**src/rtl/cfas_pkg.sv**
```systemverilog
// Constants shared by the frame address and status block
`default_nettype none
package cfas_pkg;
  // ---------------------------------------------------------------
  // Frame geometry
  // ---------------------------------------------------------------
  localparam int unsigned FRAME_BITS  = 1312;
  localparam int unsigned WORD_BITS   = 32;
  localparam int unsigned FRAME_WORDS = FRAME_BITS / WORD_BITS;
  localparam logic [5:0]  LAST_WORD   = 6'(FRAME_WORDS - 1);
  localparam logic [5:0]  CLKROW_WORD = 6'h14;
  // ---------------------------------------------------------------
  // Frame address fields
  // ---------------------------------------------------------------
  localparam int unsigned HALF_BIT   = 22;
  localparam int unsigned TYPE_HI    = 21;
  localparam int unsigned TYPE_LO    = 19;
  localparam int unsigned ROW_HI     = 18;
  localparam int unsigned ROW_LO     = 14;
  localparam int unsigned COL_HI     = 13;
  localparam int unsigned COL_LO     = 6;
  localparam int unsigned MINOR_HI   = 5;
  localparam int unsigned MINOR_LO   = 0;
  localparam int unsigned ADDR_BITS  = 23;
  localparam logic [2:0]  TYPE_LOGIC = 3'h0;
  localparam logic [2:0]  TYPE_MEMIC = 3'h1;
  localparam logic [2:0]  TYPE_MEMCT = 3'h2;
  localparam logic [2:0]  TYPE_SPEC0 = 3'h3;
  localparam logic [2:0]  TYPE_SPEC1 = 3'h4;
  localparam logic [31:0] FAR_RESET  = 32'h0000_0000;
  // ---------------------------------------------------------------
  // Register selects on the configuration port
  // ---------------------------------------------------------------
  localparam logic [4:0]  SEL_FAR  = 5'h01;
  localparam logic [4:0]  SEL_FRAME_DATA_INPUT = 5'h02;
  localparam logic [4:0]  SEL_STAT = 5'h07;
  // ---------------------------------------------------------------
  // Status bit positions
  // ---------------------------------------------------------------
  localparam int unsigned ST_DECRYPT = 16;
  localparam int unsigned ST_IDENT   = 15;
  localparam int unsigned ST_DONEPIN = 14;
  localparam int unsigned ST_RELEASE = 13;
  localparam int unsigned ST_INITPIN = 12;
  localparam int unsigned ST_INITOK  = 11;
  localparam int unsigned ST_MODE_HI = 10;
  localparam int unsigned ST_MODE_LO = 8;
  localparam int unsigned ST_GHIGH   = 7;
  localparam int unsigned ST_GWE     = 6;
  localparam int unsigned ST_GTS     = 5;
  localparam int unsigned ST_EOS     = 4;
  localparam int unsigned ST_MATCH   = 3;
  localparam int unsigned ST_LOCK    = 2;
  localparam int unsigned ST_SECURE  = 1;
  localparam int unsigned ST_CRC     = 0;
  localparam int unsigned NUM_BANKS  = 8;
  localparam int unsigned NUM_CLKMGR = 4;
endpackage
`default_nettype wire

```
**src/rtl/cfas_frame_if.sv**
```systemverilog
// Interface between the address holder and the word sequencer
`default_nettype none
interface cfas_frame_if;
  logic       word_ok;
  logic       bottom;
  logic       restart;
  logic [5:0] word_idx;
  logic [5:0] place_idx;
  logic       keep_order;
  logic       frame_done;
  modport ctrl (output word_ok, output bottom, output restart,
                input word_idx, input place_idx, input keep_order, input frame_done);
  modport seq  (input word_ok, input bottom, input restart,
                output word_idx, output place_idx, output keep_order, output frame_done);
endinterface
`default_nettype wire

```
**src/rtl/cfas_word_seq.sv**
```systemverilog
// Word counter within one frame, with bottom-half mirroring
`default_nettype none
module cfas_word_seq
  import cfas_pkg::*;
(
  input  wire logic   sys_clk_in,
  input  wire logic   nrst_in,
  cfas_frame_if.seq   fr
);
  // ---------------------------------------------------------------
  // Word count
  // ---------------------------------------------------------------
  logic [5:0] cnt_r;
  logic [5:0] cnt_nxt;
  logic       last_w;

  // Frame closes on the last of its fixed word count
  assign last_w  = (cnt_r == LAST_WORD);
  assign cnt_nxt = fr.restart ? 6'h00 :
                   !fr.word_ok ? cnt_r :
                   last_w ? 6'h00 : 6'(cnt_r + 6'h01);

  // Counter register
  always_ff @(posedge sys_clk_in or negedge nrst_in) begin
    if (!nrst_in) begin
      cnt_r <= 6'h00;
    end else begin
      cnt_r <= cnt_nxt;
    end
  end

  // ---------------------------------------------------------------
  // Placement of the current word
  // ---------------------------------------------------------------
  // Bottom frames land reversed, except the clock row word
  assign fr.word_idx   = cnt_r;
  assign fr.keep_order = !fr.bottom || (cnt_r == CLKROW_WORD);
  assign fr.place_idx  = fr.bottom ? 6'(LAST_WORD - cnt_r) : cnt_r;
  assign fr.frame_done = fr.word_ok && last_w && !fr.restart;
endmodule
`default_nettype wire

```
**src/rtl/cfas_top.sv**
```systemverilog
// Frame address register, frame word steering and global status register
// Operation
// - Frames are 41 words; advance after that
// - Bottom frames mirrored, clock row order kept
// - Address written directly or auto-incremented per frame
// - Bit 22 picks top or bottom half
// - Bits 21:19 give block type
// - Bits 18:14 select row, outward from middle
// - Bits 13:6 select major column, left first
// - Bits 5:0 select memory-cell address line
// - Status readable over parallel or JTAG port
// - Bit 16 flags data write outside decryption
// - Bit 15 flags data write without identifier
// - Bit 13 shows internal completion release
// - Bit 11 shows initialization finished
// - Bits 10:8 show sampled mode pins
// - Bit 6 shows global write enable
// - Bit 5 shows global three-state level
// - Bit 4 shows startup finished
// - Bit 3 ANDs all bank impedance matches
// - Bit 2 ANDs all clock manager locks
// - Bit 1 shows decryptor secured
`default_nettype none
module cfas_top
  import cfas_pkg::*;
(
  input  wire logic                  sys_clk_in,
  input  wire logic                  nrst_in,
  // Configuration port register access
  input  wire logic                  cfg_wr_in,
  input  wire logic                  cfg_rd_in,
  input  wire logic [4:0]            cfg_sel_in,
  input  wire logic [31:0]           cfg_wdata_in,
  output logic      [31:0]           cfg_rdata_out,
  output logic                       cfg_rvalid_out,
  // JTAG side status view
  output logic      [31:0]           jtag_status_out,
  // Frame word output toward the array
  output logic                       frame_wr_out,
  output logic      [31:0]           frame_addr_out,
  output logic      [5:0]            frame_word_idx_out,
  output logic      [31:0]           frame_data_out,
  output logic                       frame_done_out,
  output logic                       normal_load_end_out,
  // Checks from the packet and decryption logic
  input  wire logic                  device_identifier_check_in,
  input  wire logic                  decrypt_enabled_in,
  input  wire logic                  decrypt_active_in,
  input  wire logic                  crc_mismatch_in,
  input  wire logic                  crc_reset_in,
  // Global signals from startup and control
  input  wire logic                  release_done_in,
  input  wire logic                  init_complete_in,
  input  wire logic                  global_high_n_in,
  input  wire logic                  global_write_enable_in,
  input  wire logic                  global_three_state_n_in,
  input  wire logic                  startup_finished_in,
  input  wire logic [NUM_BANKS-1:0]  impedance_matched_in,
  input  wire logic [NUM_CLKMGR-1:0] clock_managers_locked_in,
  input  wire logic                  decryptor_secured_in,
  // Device pins
  input  wire logic [2:0]            mode_pins_in,
  input  wire logic                  done_pin_in,
  input  wire logic                  init_pin_in
);
  import cfas_pkg::*;

  // ---------------------------------------------------------------
  // Pin synchronisers
  // ---------------------------------------------------------------
  logic [4:0] pin_s1_r;
  logic [4:0] pin_s2_r;
  logic [2:0] mode_sync;
  logic       done_sync;
  logic       init_sync;

  // Pins are asynchronous to the configuration clock
  always_ff @(posedge sys_clk_in or negedge nrst_in) begin
    if (!nrst_in) begin
      pin_s1_r <= 5'h00;
      pin_s2_r <= 5'h00;
    end else begin
      pin_s1_r <= {init_pin_in, done_pin_in, mode_pins_in};
      pin_s2_r <= pin_s1_r;
    end
  end

  // Only the second stage is ever read
  assign mode_sync = pin_s2_r[2:0];
  assign done_sync = pin_s2_r[3];
  assign init_sync = pin_s2_r[4];

  // ---------------------------------------------------------------
  // Register decode
  // ---------------------------------------------------------------
  logic wr_far;
  logic wr_frame_data_input;
  logic rd_far;
  logic rd_stat;
  logic id_bad;
  logic dec_bad;
  logic word_take;

  // Writes to the status select fall through: nothing changes
  assign wr_far  = cfg_wr_in && (cfg_sel_in == SEL_FAR);
  assign wr_frame_data_input = cfg_wr_in && (cfg_sel_in == SEL_FRAME_DATA_INPUT);
  assign rd_far  = cfg_rd_in && (cfg_sel_in == SEL_FAR);
  assign rd_stat = cfg_rd_in && (cfg_sel_in == SEL_STAT);

  // Data writes are checked before they reach the array
  assign id_bad    = wr_frame_data_input && !device_identifier_check_in;
  assign dec_bad   = wr_frame_data_input && decrypt_enabled_in && !decrypt_active_in;
  // Faulty words are dropped so the frame count stays honest
  assign word_take = wr_frame_data_input && !id_bad && !dec_bad;

  // ---------------------------------------------------------------
  // Frame address register
  // ---------------------------------------------------------------
  logic [31:0]          far_r;
  logic [31:0]          far_nxt;
  logic [ADDR_BITS-1:0] far_inc;
  logic                 half_bottom;
  logic [2:0]           blk_type;
  logic [4:0]           row_addr;
  logic [7:0]           col_addr;
  logic [5:0]           minor_addr;
  logic [2:0]           inc_type;
  logic                 load_end_r;
  logic                 load_end_nxt;

  cfas_frame_if fr ();

  // Field views of the held address
  assign half_bottom = far_r[HALF_BIT];
  assign blk_type    = far_r[TYPE_HI:TYPE_LO];
  assign row_addr    = far_r[ROW_HI:ROW_LO];
  assign col_addr    = far_r[COL_HI:COL_LO];
  assign minor_addr  = far_r[MINOR_HI:MINOR_LO];

  // Minor carries into column, column into row, row into type
  assign far_inc  = far_r[ADDR_BITS-1:0] + {{(ADDR_BITS-1){1'b0}}, 1'b1};
  assign inc_type = far_inc[TYPE_HI:TYPE_LO];

  // Direct write wins over the end-of-frame step
  assign far_nxt = wr_far ? {9'h000, cfg_wdata_in[ADDR_BITS-1:0]} :
                   fr.frame_done ? {9'h000, far_inc} : far_r;

  // A normal load is over once the step leaves memory content frames
  assign load_end_nxt = wr_far ? 1'b0 :
                        (fr.frame_done && (blk_type == TYPE_MEMCT) &&
                         (inc_type != TYPE_MEMCT)) ? 1'b1 : load_end_r;

  // Address holder
  always_ff @(posedge sys_clk_in or negedge nrst_in) begin
    if (!nrst_in) begin
      far_r      <= FAR_RESET;
      load_end_r <= 1'b0;
    end else begin
      far_r      <= far_nxt;
      load_end_r <= load_end_nxt;
    end
  end

  // ---------------------------------------------------------------
  // Word sequencer
  // ---------------------------------------------------------------
  // A new address restarts the word count of the frame
  assign fr.word_ok = word_take;
  assign fr.bottom  = half_bottom;
  assign fr.restart = wr_far;

  cfas_word_seq u_seq (
    .sys_clk_in (sys_clk_in),
    .nrst_in    (nrst_in),
    .fr         (fr)
  );

  // ---------------------------------------------------------------
  // Frame word steering
  // ---------------------------------------------------------------
  logic [31:0] word_rev;
  logic [31:0] word_out;
  logic        fwr_r;
  logic [31:0] faddr_r;
  logic [5:0]  fidx_r;
  logic [31:0] fdata_r;
  logic        fdone_r;

  // Bottom words are bit-mirrored; clock row title bits are not
  assign word_rev = {<<{cfg_wdata_in}};
  assign word_out = fr.keep_order ? cfg_wdata_in : word_rev;

  // Registered so the array sees clean, aligned strobes
  always_ff @(posedge sys_clk_in or negedge nrst_in) begin
    if (!nrst_in) begin
      fwr_r   <= 1'b0;
      faddr_r <= FAR_RESET;
      fidx_r  <= 6'h00;
      fdata_r <= 32'h0000_0000;
      fdone_r <= 1'b0;
    end else begin
      fwr_r   <= word_take;
      faddr_r <= far_r;
      fidx_r  <= fr.place_idx;
      fdata_r <= word_out;
      fdone_r <= fr.frame_done;
    end
  end

  // ---------------------------------------------------------------
  // Sticky fault flags
  // ---------------------------------------------------------------
  logic dec_err_r;
  logic id_err_r;
  logic crc_err_r;
  logic dec_err_nxt;
  logic id_err_nxt;
  logic crc_err_nxt;

  // Faults stay until reset; a checksum reset clears the mismatch,
  // but a mismatch in the same cycle still wins
  assign dec_err_nxt = dec_bad || dec_err_r;
  assign id_err_nxt  = id_bad || id_err_r;
  assign crc_err_nxt = crc_mismatch_in || (crc_err_r && !crc_reset_in);

  // Fault flag registers
  always_ff @(posedge sys_clk_in or negedge nrst_in) begin
    if (!nrst_in) begin
      dec_err_r <= 1'b0;
      id_err_r  <= 1'b0;
      crc_err_r <= 1'b0;
    end else begin
      dec_err_r <= dec_err_nxt;
      id_err_r  <= id_err_nxt;
      crc_err_r <= crc_err_nxt;
    end
  end

  // ---------------------------------------------------------------
  // Status word assembly
  // ---------------------------------------------------------------
  logic        match_all;
  logic        lock_all;
  logic [31:0] stat_w;
  logic [31:0] stat_r;

  // Unused banks and managers are tied high by their owners
  assign match_all = &impedance_matched_in;
  assign lock_all  = &clock_managers_locked_in;

  // Upper bits stay zero; nothing here is writable
  always_comb begin
    stat_w                        = 32'h0000_0000;
    stat_w[ST_DECRYPT]            = dec_err_r;
    stat_w[ST_IDENT]              = id_err_r;
    stat_w[ST_DONEPIN]            = done_sync;
    stat_w[ST_RELEASE]            = release_done_in;
    stat_w[ST_INITPIN]            = init_sync;
    stat_w[ST_INITOK]             = init_complete_in;
    stat_w[ST_MODE_HI:ST_MODE_LO] = mode_sync;
    stat_w[ST_GHIGH]              = global_high_n_in;
    stat_w[ST_GWE]                = global_write_enable_in;
    stat_w[ST_GTS]                = global_three_state_n_in;
    stat_w[ST_EOS]                = startup_finished_in;
    stat_w[ST_MATCH]              = match_all;
    stat_w[ST_LOCK]               = lock_all;
    stat_w[ST_SECURE]             = decryptor_secured_in;
    stat_w[ST_CRC]                = crc_err_r;
  end

  // Status snapshot, one cycle behind its sources
  always_ff @(posedge sys_clk_in or negedge nrst_in) begin
    if (!nrst_in) begin
      stat_r <= 32'h0000_0000;
    end else begin
      stat_r <= stat_w;
    end
  end

  // ---------------------------------------------------------------
  // Read port
  // ---------------------------------------------------------------
  logic [31:0] rd_mux;
  logic [31:0] rdata_r;
  logic        rvalid_r;

  // Unknown selects read back zero rather than stale data
  assign rd_mux = rd_far ? far_r :
                  rd_stat ? stat_w : 32'h0000_0000;

  // Read answer, one cycle after the strobe
  always_ff @(posedge sys_clk_in or negedge nrst_in) begin
    if (!nrst_in) begin
      rdata_r  <= 32'h0000_0000;
      rvalid_r <= 1'b0;
    end else begin
      rdata_r  <= cfg_rd_in ? rd_mux : rdata_r;
      rvalid_r <= cfg_rd_in;
    end
  end

  // ---------------------------------------------------------------
  // Outputs
  // ---------------------------------------------------------------
  assign cfg_rdata_out       = rdata_r;
  assign cfg_rvalid_out      = rvalid_r;
  assign jtag_status_out     = stat_r;
  assign frame_wr_out        = fwr_r;
  assign frame_addr_out      = faddr_r;
  assign frame_word_idx_out  = fidx_r;
  assign frame_data_out      = fdata_r;
  assign frame_done_out      = fdone_r;
  assign normal_load_end_out = load_end_r;
endmodule
`default_nettype wire

```
**config.mk**
```make
export PLATFORM = sky130hd
export DESIGN_NAME = cfas_top
export DESIGN_NICKNAME = d
export VERILOG_FILES = /design/src/rtl/cfas_pkg.sv /design/src/rtl/cfas_frame_if.sv /design/src/rtl/cfas_word_seq.sv /design/src/rtl/cfas_top.sv
export SDC_FILE = /design/constraint.sdc
export NUM_CORES = 1
export LEC_CHECK = 0
export BUFFER_PORTS_ARGS = -buffer_cell sky130_fd_sc_hd__buf_4
export CAP_MARGIN = 5
export CORE_MARGIN = 5
export CORE_UTILIZATION = 29
export DETAILED_ROUTE_END_ITERATION = 10
export PLACE_DENSITY_LB_ADDON = 0.1
export SYNTH_ARGS = -nofsm -noshare
export SYNTH_HDL_FRONTEND = slang
export SYNTH_SLANG_ARGS = --single-unit
```
**constraint.sdc**
```tcl
create_clock -name sys_clk_in -period 2.35 [get_ports sys_clk_in]
set_input_delay 0.47 -clock sys_clk_in [delete_from_list [all_inputs] [get_ports sys_clk_in]]
set_output_delay 0.47 -clock sys_clk_in [all_outputs]
set_load 0.05 [all_outputs]
```
==> results of run 1 <==
## state kept, by name (all words and copies together), names as in the netlist, 5 cells and up
name / count
far_r: 23
pin_s2_r: 5
jtag_status_out: 17
u_seq.fr.word_idx: 6
frame_addr_out: 23
frame_word_idx_out: 6
cfg_rdata_out: 23
pin_s1_r: 5
frame_data_out: 32
## per-layer routing
metal / share of wire / vias to the layer above / GRT usage
met1: 0.43 / 2329 / 0.196
li1: - / 2152 / -
met3: 0.069 / 16 / 0.0498
met2: 0.49 / 169 / 0.245
met5: 0 / - / 0
met4: 0.016 / 0 / 0.0458
## power breakdown
part           total [mW]  switching (mW)  internal, mW
Clock                2.86            1.15          1.71
Combinational        1.85            1.26         0.587
Sequential           3.03           0.205          2.82
Total                7.73            2.62          5.11
## synth_stat cells, drive strengths merged
master,n,area [um^2]
nand3,26,130
o311ai,2,17.5
xor2,2,17.5
dfrtp,147,3680
nor2b,2,12.5
o21ai,42,210
nor2,10,40.0
a32oi,2,17.5
or4,9,68.8
nor4b,1,15.0
conb,1,3.75
nor4,8,50.1
inv,32,120
nand2b,4,25.0
o21bai,2,15.0
o21a,1,7.51
a22oi,21,158
buf,39,282
or3,5,31.3
a21o,7,52.6
mux2,32,360
nand4,12,75.1
a211oi,2,15.0
a221o,3,30.0
ha,3,37.5
nor3,7,35.0
or4b,1,10.0
and4,1,8.76
o41ai,1,8.76
clkbuf,16,60.1
xnor2,8,70.1
nand3b,2,15.0
and3b,1,8.76
o211ai,2,15.0
and3,3,18.8
o31ai,2,15.0
a311oi,2,17.5
a21oi,7,35.0
nand2,44,168
## layout by cell type, fill, tap and decap left out, drive strengths merged, types with 3 or more instances in the layout
cell | synthesis | routed
conb | 1 | 33
or4 | 9 | 9
nor3 | 7 | 7
inv | 32 | 40
o21ai | 42 | 42
nor4 | 8 | 8
clkbuf | 16 | 17
a21oi | 7 | 7
a21o | 7 | 7
or3 | 5 | 5
a22oi | 21 | 21
dfrtp | 147 | 147
xnor2 | 8 | 8
ha | 3 | 3
nand2b | 4 | 4
nand3 | 26 | 26
and3 | 3 | 3
clkinv | 0 | 3
mux2 | 32 | 32
nor2 | 10 | 10
a221o | 3 | 3
buf | 39 | 215
bufinv | 0 | 3
nand2 | 44 | 44
nand4 | 12 | 12
## kinds of logic after synthesis
group / synth area share
AO/OA/AOI/OAI: 0.103
XOR/XNOR: 0.0147
adder cells (fa/ha/maj): 0.00630
buffers and inverters: 0.0775
flip-flops: 0.618
multiplexers: 0.0605
other: 0.000630
AND/OR/NAND/NOR: 0.120
## critical path: stages, from the launching register on
cell and delay (ns):
dfrtp_1 0.45, nand2_2 0.15, or4_1 0.57, or4_1 0.49, or4_1 0.40, nand3_1 0.10
## final timing paths
check                                start                 end  cells past startpoint
max reg2reg                       far_r[5]           far_r[22]                      5
max                               far_r[5]           far_r[22]                      5
max in group asynchronous          nrst_in  frame_data_out[11]                      3
min reg2reg                    pin_s1_r[4]         pin_s2_r[4]                      0
min                        mode_pins_in[2]         pin_s1_r[2]                      1
min in group asynchronous          nrst_in   cfg_rdata_out[22]                      2
## layout make-up
cell class                 count  area (um^2)  area share
inverter                      32          120      0.0143
timing repair buffer         216         1650       0.197
multi-input combinational    310         1970       0.235
tap                          270          338      0.0403
clock inverter                15          194      0.0232
clock buffer                  17          425      0.0508
sequential                   147         3680       0.439
## what timing repair did
| item | in CTS | in global routing |
|---|---|---|
| hold buffers | 1 | 0 |
| gates resized for setup | 1 | 2 |
| pin swaps | 0 | 0 |
| setup buffers | 0 | 0 |
| hold endpoints to repair | 32 | 0 |
| endpoints found under the setup margin | 1 | 13 |
## through the flow
step	std cells	setup TNS [ns]
global route	1007	0
detailed placement	974	-0.00530
finish	1007	0
floorplan	544	0
CTS	1007	0
global placement	974	0
==> metrics.yaml, run 1 <==
cts.path.max_buffers: 2
syn-cell-area_um2: 5960
gp_congestion: 0.877
nFillCells: 2019
min_path_type: "in -> reg"
grt_pass1_wl_um: 27900
fin_area_um2: 8380
vias: 4666
hold_viol_final: 0
start_kind: "flip-flop"
layout-drive-gt1-share: 0.392
p_total_mw: 7.73
drtAntennaViolNets: 0
dr.pass1.iters: 5
wl_per_cell_um: 17.7
cap_violations: 0
peakVddDrop_v: 0.000504
rsz0062_at_grt: "false"
fp.dieH_um: 153
via_per_inst: 4.63
drt_wl_total_um: 17800
htree_num_levels: 4
seq_area_frac_synth: 0.618
grt_max_degree: 53
fin_util: 0.414
clkSinkCount: 147
cp.required_ns: 2.70
clock_latency_ns: 0.42
die_area_um2: 23500
critPathKind: "reg -> reg"
pre_cts_slack_ns: -0.00530
endpoint_kind: "flip-flop"
ys_warn_count: 0
clockRootBuffer: "clkbuf_16"
syn_inst: 512
max_slew_margin: 0.602
status: "completed"
cts_buffers: 17
synth_seq_cells: 147
power.leakage_nw: 3.90
rows: 52
path_max_fanout: 7
hpwl_um: 13400
whs_ns: 0.150
tightest_slew_ns: 0.597
placed_area_um2: 7730
synth_area_per_cell_um2: 11.6
grt_remaining_overflow: 0
period_share: 0.951
crit_arrival_ns: 2.59
timing.fmax_ghz: 0.448
portBuffers: 174
power_density_nw_per_um2: 923
clk_pin_slew_ns: 0.07
ys_types: 46
fin_crit_ns: 2.23
cts_tree: "built"
antennaDiodeCount: 0
drc_errors: 0
dieWidth_um: 153
slew_viol_final: 0
antenna_found_initial: 0
finClkSkew_ns: 0.00922
drt_iter0_markers: 239
rrSetupSlack_ns: 0.12
final.setup.worst_slack_ns: 0.116
grt_use_total: 0.152
io_pins: 208
finalSetupViolations: 0
core-area_um2: 20200
fin_nets: 797
grt_pass1_vias: 4923
area_growth_pct: 40.6
start_util: 0.294
Note: power is estimated with default switching activity, not from simulation.
==> run 2, diff against run 1 <==
--- a/config.mk
+++ b/config.mk
@@ -8,8 +8,9 @@
 export BUFFER_PORTS_ARGS = -buffer_cell sky130_fd_sc_hd__buf_4
 export CAP_MARGIN = 5
 export CORE_MARGIN = 5
-export CORE_UTILIZATION = 29
+export CORE_UTILIZATION = 50
 export DETAILED_ROUTE_END_ITERATION = 10
+export GPL_ROUTABILITY_DRIVEN = 0
 export PLACE_DENSITY_LB_ADDON = 0.1
 export SYNTH_ARGS = -nofsm -noshare
 export SYNTH_HDL_FRONTEND = slang
==> constraint.sdc (replaced) <==
create_clock -name sys_clk_in -period 2.9 [get_ports sys_clk_in]
set_input_delay 0.58 -clock sys_clk_in [delete_from_list [all_inputs] [get_ports sys_clk_in]]
set_output_delay 0.58 -clock sys_clk_in [all_outputs]
set_load 0.05 [all_outputs]
==> run 2 against run 1 <==
Die area fell by 40%. Total power fell by 21%. Critical path depth rose by 2.
==> metrics.yaml, run 2 (synthesis results as in run 1) <==
htree_num_levels: 4  # unchanged
min_path_type: "in -> async"
clock_latency_ns: 0.41  # about the same
timing.fmax_ghz: 0.407  # -9.1%
start_util: 0.515  # +0.221
wl_per_cell_um: 18.1  # +2.4%
cp.required_ns: 3.19  # +0.49 ns
grt_pass1_vias: 4931  # +0.16%
clockRootBuffer: "clkbuf_16"
layout-drive-gt1-share: 0.362  # -0.0300
postCtsSetupBuffers: 0  # unchanged
vias: 4634  # -0.69%
crit_chain: "inv_1 > ha_1 > nand2b_1 > or4b_1 > nor4_1 > xnor2_1 > o21ai_1"
grt_max_degree: 78  # +47%
cpPeakStageDelay_ns: 0.76  # +0.19 ns
reg2regPathDepth: 7  # +2
cpMaxStageDelayCell: "or4b_1"
met3_usage: 0.0720  # +0.0223
timing.rr.end: "far_r[6]"
rows: 39  # -25%
p_total_mw: 6.13  # -21%
clk_pin_slew_ns: 0.06  # about the same
clkSinkCount: 147  # unchanged
crit_arrival_ns: 2.74  # +0.15 ns
drt_wl_total_um: 15400  # -14%
hold_viol_final: 0  # unchanged
hpwl_um: 11500  # -14%
fin_nets: 768  # -3.6%
die_area_um2: 14200  # -40%
status: "completed"
grt_remaining_overflow: 0  # unchanged
endpoint_kind: "flip-flop"
antennaDiodeCount: 0  # unchanged
grt.met1_usage: 0.276  # +0.0803
nFillCells: 898  # -56%
finClkSkew_ns: 0.00535  # -0.00386 ns
rrSetupSlack_ns: 0.44  # +0.33 ns
rsz0062_at_grt: "false"
finalSetupViolations: 0  # unchanged
grt_use_total: 0.227  # +0.0746
core-area_um2: 11600  # -43%
portBuffers: 174  # unchanged
period_share: 0.848  # -0.103
fin_crit_ns: 2.46  # +0.225 ns
dr.pass1.iters: 5  # unchanged
tns_ns: 0  # unchanged
cts.path.max_buffers: 2  # unchanged
io_pins: 208  # unchanged
dieWidth_um: 119  # -22%
drtAntennaViolNets: 0  # unchanged
cap_violations: 0  # unchanged
via_per_inst: 5.45  # +18%
peakVddDrop_v: 0.000507  # +0.73%
max_slew_margin: 0.383  # -0.219
path_max_fanout: 10  # +3
layout_common_cells: "buf_4, dfrtp_1, nand2_1"
slew_viol_final: 0  # unchanged
grt_pass1_wl_um: 25600  # -8.1%
drt_iter0_markers: 445  # +86%
holdBufCountCts: 0  # -1
power_density_nw_per_um2: 772  # -16%
tightest_slew_ns: 0.926  # +0.328 ns
gr-usage-met2: 0.376  # +0.131
top_usage_layer: "met2"
fp.dieH_um: 119  # -22%
drc_errors: 0  # unchanged
cts_tree: "built"
power.leakage_nw: 3.74  # -4.1%
final_common_cell: "buf_4"
antenna_found_initial: 0  # unchanged
cts_buffers: 17  # unchanged
r2r_start: "u_seq.fr.word_idx[0]"
largest_reg_flops: 32  # unchanged
area_growth_pct: 33.4
start_kind: "flip-flop"
critPathKind: "reg -> reg"
cts-resized-gates: 0  # -1
## run 2: changes by cell type in the layout (fill, tap and decap cells not counted), sizes merged
cell | before | now
clkinv | 3 | 7
inv | 40 | 32
buf | 215 | 187
dlygate4sd3 | 1 | 0
clkbuf | 17 | 20
clkinvlp | 1 | 0
bufinv | 3 | 4
## run 2: stage by stage
stage                      util  setup slack (ns)  hold WS [ns]  cells  area, um^2
after detailed placement  0.634             0.378         0.336    819        7330
after global routing      0.687             0.296         0.232    850        7950
final                     0.687             0.441         0.179    850        7950
after CTS                 0.687             0.453         0.196    850        7950
after global placement    0.634             0.419         0.332    819        7330
after floorplan               -             0.765         0.284    544        6080
## run 2: layout make-up
| type | count | area (um^2) | share of cell area |
|---|---|---|---|
| Inverter | 32 | 120 | 0.0151 |
| Multi-Input combinational cell | 310 | 1940 | 0.245 |
| Tap cell | 143 | 179 | 0.0225 |
| Timing Repair Buffer | 187 | 1410 | 0.177 |
| Sequential cell | 147 | 3680 | 0.463 |
| Clock buffer | 20 | 457 | 0.0575 |
| Clock inverter | 11 | 159 | 0.0200 |
## run 2: critical path, delay by kind of cell (launching register included)
| family | cells | cell delay [ns] |
|---|---|---|
| flops | 1 | 0.45 |
| fa+ha+maj | 1 | 0.19 |
| simple gates | 3 | 1.31 |
| xor+xnor | 1 | 0.18 |
| buf+inv | 1 | 0.11 |
| compound gates | 1 | 0.08 |
## run 2: worst max-delay path by stage
stage	slack, ns	to	start
global route	0.30	far_r[6]	u_seq.fr.word_idx[0]
floorplan	0.76	far_r[17]	cfg_sel_in[2]
detailed placement	0.38	far_r[17]	cfg_sel_in[2]
CTS	0.45	far_r[6]	u_seq.fr.word_idx[0]
finish	0.44	far_r[6]	u_seq.fr.word_idx[0]
global placement	0.42	far_r[17]	cfg_sel_in[2]
## run 2: layer usage
metal	routed length, um	share of wire
met1	6070	0.39
met3	1260	0.082
met4	426	0.028
met2	7660	0.50
met5	0	0
## run 2: report_power, final
| group | leakage, nW | switching (mW) | internal, mW |
|---|---|---|---|
| Sequential | 1.85 | 0.208 | 2.29 |
| Combinational | 1.58 | 0.950 | 0.425 |
| Clock | 0.309 | 0.791 | 1.47 |
| Total | 3.74 | 1.95 | 4.18 |
